## src/hw/pps_pkg.sv

```systemverilog
// Package for the programmable protection stage.
// Assumes a 100 MHz system clock and a classic Wishbone register bus.
package pps_pkg;
   // ==========================================================
   // Register offsets (byte addresses)
   localparam logic [7:0] PPS_OFS_CTRL = 8'h00;
   localparam logic [7:0] PPS_OFS_PICKUP = 8'h04;
   localparam logic [7:0] PPS_OFS_HYST = 8'h08;
   localparam logic [7:0] PPS_OFS_FLOOR = 8'h0C;
   localparam logic [7:0] PPS_OFS_DELAY = 8'h10;
   localparam logic [7:0] PPS_OFS_STATUS = 8'h14;
   localparam logic [7:0] PPS_OFS_IRQ = 8'h18;
   localparam logic [7:0] PPS_OFS_MASK = 8'h1C;
   localparam logic [7:0] PPS_OFS_VALUE = 8'h20;
   // ==========================================================
   // Control register fields
   localparam int PPS_CTRL_EN_BIT = 0;
   localparam int PPS_CTRL_MODE_LSB = 1;
   localparam int PPS_CTRL_TICK_LSB = 3;
   localparam int PPS_CTRL_SELA_LSB = 8;
   localparam int PPS_CTRL_SELB_LSB = 16;
   localparam logic [31:0] PPS_CTRL_RESET = 32'h0000_0000;
   localparam logic [31:0] PPS_PICKUP_RESET = 32'h0000_0000;
   localparam logic [31:0] PPS_HYST_RESET = 32'h0000_0000;
   localparam logic [31:0] PPS_FLOOR_RESET = 32'h0000_0000;
   localparam logic [31:0] PPS_DELAY_RESET = 32'h0000_0000;
   localparam logic [31:0] PPS_MASK_RESET = 32'h0000_0000;
   // Interrupt bits: start rise, trip rise, start fall.
   localparam int PPS_IRQ_START = 0;
   localparam int PPS_IRQ_TRIP = 1;
   localparam int PPS_IRQ_RELEASE = 2;
   localparam int PPS_IRQ_W = 3;
   // ==========================================================
   // Comparison modes
   typedef enum logic [1:0]
   {
      PPS_MODE_OVER = 2'h0,
      PPS_MODE_UNDER = 2'h1,
      PPS_MODE_DIFF = 2'h2,
      PPS_MODE_MAG_DIFF = 2'h3
   } pps_mode_e;
   // Evaluation tick choices
   localparam logic [1:0] PPS_TICK_10MS = 2'h0;
   localparam logic [1:0] PPS_TICK_20MS = 2'h1;
   localparam logic [1:0] PPS_TICK_100MS = 2'h2;
   // ==========================================================
   // Timing
   localparam int PPS_CLK_HZ = 100_000_000;
   localparam int PPS_BASE_TICK_US = 10_000;
   localparam int PPS_BASE_TICK_CYC = PPS_CLK_HZ / 1_000_000 * PPS_BASE_TICK_US;
   localparam int PPS_TICKS_10MS = 1;
   localparam int PPS_TICKS_20MS = 2;
   localparam int PPS_TICKS_100MS = 10;
endpackage

```

## src/hw/pps_stage.sv

```systemverilog
// Programmable protection stage, top level with Wishbone registers.
// Assumes the measurement unit presents NSIG signed quantities, held
// stable between updates, synchronous to i_ref_clk.
//
// Overview of operation
// - Selection A is the supervised quantity, and operand one in difference modes.
// - Selection B is used only as operand two in difference modes.
// - Four modes: over, under, difference and magnitude of difference.
// - Pick-up limit is a setting scaled to the selected signal.
// - Trip only after the definite-time delay with condition held.
// - Under mode ignores values below the floor; no fault there.
//
// Our own choices: register access over Wishbone and the placing of the registers.
`timescale 1ns/1ps
`default_nettype none
module pps_stage
   import pps_pkg::*;
#(
   parameter int W = 32,
   parameter int NSIG = 32,
   parameter int BASE_CYC = PPS_BASE_TICK_CYC
)
(
   // Clock and reset
   input wire logic i_ref_clk,
   input wire logic i_sys_rst,
   // Wishbone slave
   input wire logic i_wb_cyc,
   input wire logic i_wb_stb,
   input wire logic i_wb_we,
   input wire logic [7:0] i_wb_adr,
   input wire logic [3:0] i_wb_sel,
   input wire logic [31:0] i_wb_dat,
   output logic [31:0] o_wb_dat,
   output logic o_wb_ack,
   // Measured quantities, flattened
   input wire logic [NSIG*W-1:0] i_meas,
   // Stage outputs
   output logic o_start,
   output logic o_trip,
   output logic o_irq
);
   // ==========================================================
   // State
   typedef struct packed
   {
      logic [31:0] ctrl;
      logic [31:0] pickup;
      logic [31:0] hyst;
      logic [31:0] floor_lvl;
      logic [31:0] delay;
      logic [31:0] elapsed;
      logic [PPS_IRQ_W-1:0] irq;
      logic [PPS_IRQ_W-1:0] mask;
      logic [31:0] value;
      logic [31:0] rdat;
      logic ack;
      logic start;
      logic trip;
      logic irq_out;
   } pps_top_s;
   pps_top_s st;
   pps_top_s next_st;

   logic tick;
   logic cond;
   logic signed [W:0] cmp_value;
   logic [W-1:0] op_a;
   logic [W-1:0] op_b;
   logic [1:0] mode;
   logic [7:0] sel_a;
   logic [7:0] sel_b;
   logic wb_req;
   logic [PPS_IRQ_W-1:0] evt;

   // Byte-lane merge for register writes.
   function automatic logic [31:0] merge_bytes(input logic [31:0] old_v,
                                               input logic [31:0] new_v,
                                               input logic [3:0] sel);
      logic [31:0] r;
      r = old_v;
      for (int i = 0; i < 4; i++)
      begin
         if (sel[i])
            r[i*8 +: 8] = new_v[i*8 +: 8];
      end
      return r;
   endfunction

   // Pick a measured quantity; out-of-range selections give zero.
   function automatic logic [W-1:0] pick_sig(input logic [NSIG*W-1:0] bus,
                                             input logic [7:0] idx);
      logic [W-1:0] r;
      r = '0;
      for (int i = 0; i < NSIG; i++)
      begin
         if (int'(idx) == i)
            r = bus[i*W +: W];
      end
      return r;
   endfunction

   // ==========================================================
   // Field decode and operand selection
   assign mode = st.ctrl[PPS_CTRL_MODE_LSB +: 2];
   assign sel_a = st.ctrl[PPS_CTRL_SELA_LSB +: 8];
   assign sel_b = st.ctrl[PPS_CTRL_SELB_LSB +: 8];
   assign op_a = pick_sig(i_meas, sel_a);
   assign op_b = pick_sig(i_meas, sel_b);
   assign wb_req = i_wb_cyc && i_wb_stb && !st.ack;

   // Evaluation tick divider.
   pps_tick_div #(
      .BASE_CYC(BASE_CYC)
   ) u_div (
      .i_ref_clk(i_ref_clk),
      .i_sys_rst(i_sys_rst),
      .i_run(st.ctrl[PPS_CTRL_EN_BIT]),
      .i_tick_sel(st.ctrl[PPS_CTRL_TICK_LSB +: 2]),
      .o_tick(tick)
   );

   // Comparator with dead band.
   pps_compare #(
      .W(W)
   ) u_cmp (
      .i_mode(mode),
      .i_limit(st.pickup[W-1:0]),
      .i_hyst(st.hyst[W-1:0]),
      .i_floor(st.floor_lvl[W-1:0]),
      .i_picked(st.start),
      .i_op_a(op_a),
      .i_op_b(op_b),
      .o_cond(cond),
      .o_value(cmp_value)
   );

   // ==========================================================
   // Next-state logic
   always_comb
   begin
      next_st = st;
      evt = '0;
      next_st.ack = 1'b0;
      // Stage evaluation at each tick.
      if (!st.ctrl[PPS_CTRL_EN_BIT])
      begin
         next_st.start = 1'b0;
         next_st.trip = 1'b0;
         next_st.elapsed = 32'h0000_0000;
      end
      else if (tick)
      begin
         next_st.value = 32'(cmp_value);
         if (cond)
         begin
            next_st.start = 1'b1;
            evt[PPS_IRQ_START] = !st.start;
            if (st.elapsed >= st.delay)
            begin
               next_st.trip = 1'b1;
               evt[PPS_IRQ_TRIP] = !st.trip;
            end
            else
            begin
               next_st.elapsed = st.elapsed + 32'h0000_0001;
            end
         end
         else
         begin
            next_st.start = 1'b0;
            next_st.trip = 1'b0;
            next_st.elapsed = 32'h0000_0000;
            evt[PPS_IRQ_RELEASE] = st.start;
         end
      end
      // Register access; an interrupt register read clears it, new events win.
      if (wb_req)
      begin
         next_st.ack = 1'b1;
         next_st.rdat = 32'h0000_0000;
         case (i_wb_adr)
            PPS_OFS_CTRL: next_st.rdat = st.ctrl;
            PPS_OFS_PICKUP: next_st.rdat = st.pickup;
            PPS_OFS_HYST: next_st.rdat = st.hyst;
            PPS_OFS_FLOOR: next_st.rdat = st.floor_lvl;
            PPS_OFS_DELAY: next_st.rdat = st.delay;
            PPS_OFS_STATUS: next_st.rdat = {30'h0000_0000, st.trip, st.start};
            PPS_OFS_IRQ: next_st.rdat = 32'(st.irq);
            PPS_OFS_MASK: next_st.rdat = 32'(st.mask);
            PPS_OFS_VALUE: next_st.rdat = st.value;
            default: next_st.rdat = 32'h0000_0000;
         endcase
         if (i_wb_we)
         begin
            case (i_wb_adr)
               PPS_OFS_CTRL: next_st.ctrl = merge_bytes(st.ctrl, i_wb_dat, i_wb_sel);
               PPS_OFS_PICKUP: next_st.pickup = merge_bytes(st.pickup, i_wb_dat, i_wb_sel);
               PPS_OFS_HYST: next_st.hyst = merge_bytes(st.hyst, i_wb_dat, i_wb_sel);
               PPS_OFS_FLOOR: next_st.floor_lvl = merge_bytes(st.floor_lvl, i_wb_dat, i_wb_sel);
               PPS_OFS_DELAY: next_st.delay = merge_bytes(st.delay, i_wb_dat, i_wb_sel);
               PPS_OFS_MASK:
                  next_st.mask = PPS_IRQ_W'(merge_bytes(32'(st.mask), i_wb_dat, i_wb_sel));
               default: next_st.rdat = next_st.rdat;
            endcase
         end
         else if (i_wb_adr == PPS_OFS_IRQ)
         begin
            next_st.irq = '0;
         end
      end
      next_st.irq = next_st.irq | evt;
      next_st.irq_out = |(next_st.irq & next_st.mask);
   end

   // State register.
   always_ff @(posedge i_ref_clk or posedge i_sys_rst)
   begin
      if (i_sys_rst)
      begin
         st <= '0;
         st.ctrl <= PPS_CTRL_RESET;
         st.pickup <= PPS_PICKUP_RESET;
         st.hyst <= PPS_HYST_RESET;
         st.floor_lvl <= PPS_FLOOR_RESET;
         st.delay <= PPS_DELAY_RESET;
         st.mask <= PPS_IRQ_W'(PPS_MASK_RESET);
      end
      else
      begin
         st <= next_st;
      end
   end

   // Outputs straight from flip-flops.
   assign o_wb_dat = st.rdat;
   assign o_wb_ack = st.ack;
   assign o_start = st.start;
   assign o_trip = st.trip;
   assign o_irq = st.irq_out;
endmodule
`default_nettype wire

```

## src/hw/pps_tick_div.sv

```systemverilog
// Divider making a one-cycle evaluation tick pulse.
// Assumes the count parameter is shortened in simulation.
`timescale 1ns/1ps
`default_nettype none
module pps_tick_div
   import pps_pkg::*;
#(
   parameter int BASE_CYC = PPS_BASE_TICK_CYC
)
(
   // Clock and reset
   input wire logic i_ref_clk,
   input wire logic i_sys_rst,
   // Control
   input wire logic i_run,
   input wire logic [1:0] i_tick_sel,
   // Tick out
   output logic o_tick
);
   typedef struct packed
   {
      logic [31:0] base;
      logic [3:0] sub;
      logic tick;
   } pps_div_s;
   pps_div_s st;
   pps_div_s next_st;
   logic [3:0] sub_max;

   // Number of base periods per evaluation tick.
   always_comb
   begin
      case (i_tick_sel)
         PPS_TICK_20MS: sub_max = 4'(PPS_TICKS_20MS - 1);
         PPS_TICK_100MS: sub_max = 4'(PPS_TICKS_100MS - 1);
         default: sub_max = 4'(PPS_TICKS_10MS - 1);
      endcase
   end

   // Base counter and sub-count produce the tick.
   always_comb
   begin
      next_st = st;
      next_st.tick = 1'b0;
      if (!i_run)
      begin
         next_st.base = 32'h0000_0000;
         next_st.sub = 4'h0;
      end
      else if (st.base >= 32'(BASE_CYC - 1))
      begin
         next_st.base = 32'h0000_0000;
         if (st.sub >= sub_max)
         begin
            next_st.sub = 4'h0;
            next_st.tick = 1'b1;
         end
         else
         begin
            next_st.sub = st.sub + 4'h1;
         end
      end
      else
      begin
         next_st.base = st.base + 32'h0000_0001;
      end
   end

   // State register.
   always_ff @(posedge i_ref_clk or posedge i_sys_rst)
   begin
      if (i_sys_rst)
         st <= '0;
      else
         st <= next_st;
   end

   assign o_tick = st.tick;
endmodule
`default_nettype wire

```

## src/hw/pps_compare.sv

```systemverilog
// Comparison unit: picks operands and decides pick-up with dead band.
// Assumes signed measured quantities in a common scale per selection.
`timescale 1ns/1ps
`default_nettype none
module pps_compare
   import pps_pkg::*;
#(
   parameter int W = 32
)
(
   // Settings
   input wire logic [1:0] i_mode,
   input wire logic signed [W-1:0] i_limit,
   input wire logic signed [W-1:0] i_hyst,
   input wire logic signed [W-1:0] i_floor,
   input wire logic i_picked,
   // Operands
   input wire logic signed [W-1:0] i_op_a,
   input wire logic signed [W-1:0] i_op_b,
   // Results
   output logic o_cond,
   output logic signed [W:0] o_value
);
   logic signed [W:0] val;
   logic signed [W:0] lim;
   logic signed [W:0] hys;
   logic signed [W:0] flo;

   // Operand choice, limit test and hysteresis.
   always_comb
   begin
      lim = {i_limit[W-1], i_limit};
      hys = {i_hyst[W-1], i_hyst};
      // A concatenation is unsigned, so the floor goes through a signed variable first.
      flo = {i_floor[W-1], i_floor};
      val = {i_op_a[W-1], i_op_a};
      o_cond = 1'b0;
      case (pps_mode_e'(i_mode))
         PPS_MODE_OVER: o_cond = i_picked ? (val > lim - hys) : (val > lim);
         PPS_MODE_UNDER:
         begin
            if (val >= flo)
               o_cond = i_picked ? (val < lim + hys) : (val < lim);
         end
         PPS_MODE_DIFF:
         begin
            val = {i_op_a[W-1], i_op_a} - {i_op_b[W-1], i_op_b};
            o_cond = i_picked ? (val > lim - hys) : (val > lim);
         end
         default:
         begin
            val = {i_op_a[W-1], i_op_a} - {i_op_b[W-1], i_op_b};
            if (val < 0)
               val = -val;
            o_cond = i_picked ? (val > lim - hys) : (val > lim);
         end
      endcase
      o_value = val;
   end
endmodule
`default_nettype wire

```

## config.mk

```make
export PLATFORM = sky130hd
export DESIGN_NAME = pps_stage
export DESIGN_NICKNAME = d
export VERILOG_FILES = /design/src/hw/pps_pkg.sv /design/src/hw/pps_stage.sv /design/src/hw/pps_tick_div.sv /design/src/hw/pps_compare.sv
export SDC_FILE = /design/constraint.sdc
export NUM_CORES = 2
export LEC_CHECK = 0
export ABC_CLOCK_PERIOD_IN_PS = 9300
export BUFFER_PORTS_ARGS = -buffer_cell sky130_fd_sc_hd__clkbuf_2
export CAP_MARGIN = 20
export CORE_AREA = 3 3 433 435
export DETAILED_ROUTE_END_ITERATION = 7
export DIE_AREA = 0 0 436 438
export HOLD_SLACK_MARGIN = 0.05
export PLACE_DENSITY_LB_ADDON = 0.2
export SLEW_MARGIN = 15
export SYNTH_ARGS = -nofsm -noshare
export SYNTH_HDL_FRONTEND = slang
export SYNTH_HIERARCHICAL = 1
export SYNTH_SLANG_ARGS = --single-unit
```

## constraint.sdc

```tcl
create_clock -name i_ref_clk -period 9.3 [get_ports i_ref_clk]
set_input_delay 0.93 -clock i_ref_clk [delete_from_list [all_inputs] [get_ports i_ref_clk]]
set_output_delay 0.93 -clock i_ref_clk [all_outputs]
set_load 0.01 [all_outputs]
```

==> run metrics <==
end-of-flow core utilization 37.2%; FF-to-FF Start sel_a[4]; routed vias 66500; clk_lat worst skew 630 ps; CP required 9790 ps; initial drt markers 8302; Syn Inst Count 6223; CTS clock-pin slew for the worst setup and hold paths 60 ps; outcome complete, but fails checks; nets 9676; worst hold slack 433 ps; Area Overhead vs Synth 42.5%; CTS Buf Count 31; die height 438 µm; hold buffers post-CTS 0; min Tclk post-route 9310 ps; largest net degree at the start of global routing 92; IO Pins 1109; LEAKAGE 30.1 nW; Fmax 107 MHz; P per Cell Area 78.6 nW/µm²; CP endpoint kind register; Worst setup SP type register; worst-path fanout max 8; skew final 23.8 ps; worst ir drop on vdd 117 µV; Final Hold Viols 0; setup ws final -12.5 ps; CTS tree done; Tcrit/Tclk final 100%; most frequent cells in the layout 1202 x buf_4, 1108 x clkbuf_2, 516 x a21oi_1; vias per cell 6.16; Die W 436 µm; Critical R2R Capture st[85]; area of the multi-input gates 38700 µm²; share of cells above drive strength 1 38.8%; Slew headroom 20.5%; cell mode on critical path buf_4; Data arrival, critical path 9800 ps; critical path type reg2reg; Setup Viol. Count Final 1; Post-Place Worst Slack -549 ps; Core Area 183000 µm²; worst reg-to-reg setup slack -10 ps; WL/cell 41.1 µm; Synth Warn # 6; DIE AREA 191000 µm²; htree depth 1; post-DP HPWL 385 mm; Global Route Usage Sum 43.9%; Clock Sinks 303; Placer Congestion 1.11; Power Total 5.36 mW; FF-to-FF path depth 39; initial antenna violation count 162; largest stage delay on the critical path 730 ps; Initial Util 26.1%; max-cap viol count 0; Port Buf Inserts 1108; Slowest-stage cell, CP o21ai_0; drt pass-1 iters 8; worst-margin pin slew 1180 ps; CTS root buf clkbuf_16; DP Area 65300 µm²; Post-Route WL 443 mm; Congestion Overflow GR 0; Post-Syn Area 47900 µm²; Max Slew Vio Count 0; Site Rows 157; fin area 68200 µm²; first-pass GRT wire length 579 mm; commonest non-fill, non-tap cell in the layout buf_4; FF+latch area 7600 µm²; Bufs on Longest Clock Path 3; syn avg cell area 7.69 µm²; vias in the first global route 64500; FILL cells 19800; Post-DRT Antenna Nets 0; failing checks design-rule violations, negative setup slack; Hold WC Path Type in2async; residual DRC count 2
==> worst max path at each step <==
stage | from | to | cells after the start
4_1_cts | sel_b[6] | st[85] | 43
6_report | sel_a[4] | st[85] | 39
3_5_place_dp | sel_a[2] | st[86] | 41
2_1_floorplan | sel_a[1] | o_trip | 39
3_3_place_gp | sel_a[5] | o_trip | 40
5_1_grt | sel_a[4] | st[89] | 41
==> sequential cells by signal (all words and copies together), names as in the netlist <==
register / count
u_div/o_tick: 1
o_trip: 1
sel_b: 8
o_start: 1
u_div/st: 36
sel_a: 8
o_irq: 1
st: 212
o_wb_dat: 32
mode: 2
o_wb_ack: 1
==> worst max-delay path, delay by kind of cell, from the launching register on <==
| family | cells | cell delay, ps |
|---|---|---|
| flops | 1 | 430 |
| simple gates | 11 | 2430 |
| compound gates | 17 | 3990 |
| fa+ha+maj | 2 | 630 |
| buf+inv | 8 | 1450 |
| xor+xnor | 1 | 220 |
==> power by group <==
| group | internal, mW | switching, mW | total [mW] |
|---|---|---|---|
| Sequential | 1.33 | 0.0122 | 1.34 |
| Combinational | 1.09 | 1.62 | 2.71 |
| Clock | 0.733 | 0.577 | 1.31 |
| Total | 3.15 | 2.21 | 5.36 |
==> through the flow <==
step	instances	TNS [ps]
after CTS	10700	0
after global placement	10600	-19720
after detailed placement	10600	-16950
final	10800	-12.5
after floorplan	6234	0
after global routing	10800	-335
==> per-layer routing <==
metal  up-vias  global-route usage (%)  routed length (µm)
met5         -                       0                 241
met4        34                    34.1               42800
met1     33100                    50.8              163000
li1      27800                       -                   -
met2      4424                    70.0              197000
met3      1222                    10.1               39700
==> area by class of cell <==
cell class	instances	share of cell area (%)
tap	2464	4.52
antenna	103	0.378
sequential	303	11.1
multi-input combinational	5195	56.8
clock buffer	42	1.26
clock inverter	12	0.257
timing repair buffer	2422	24.3
inverter	253	1.42
==> repair_timing <==
item	in CTS	in global routing
buffers inserted	5	35
resized for setup	98	177
setup endpoints to repair	38	38
pin swaps	13	59
Power figures use the tool's default switching activity.
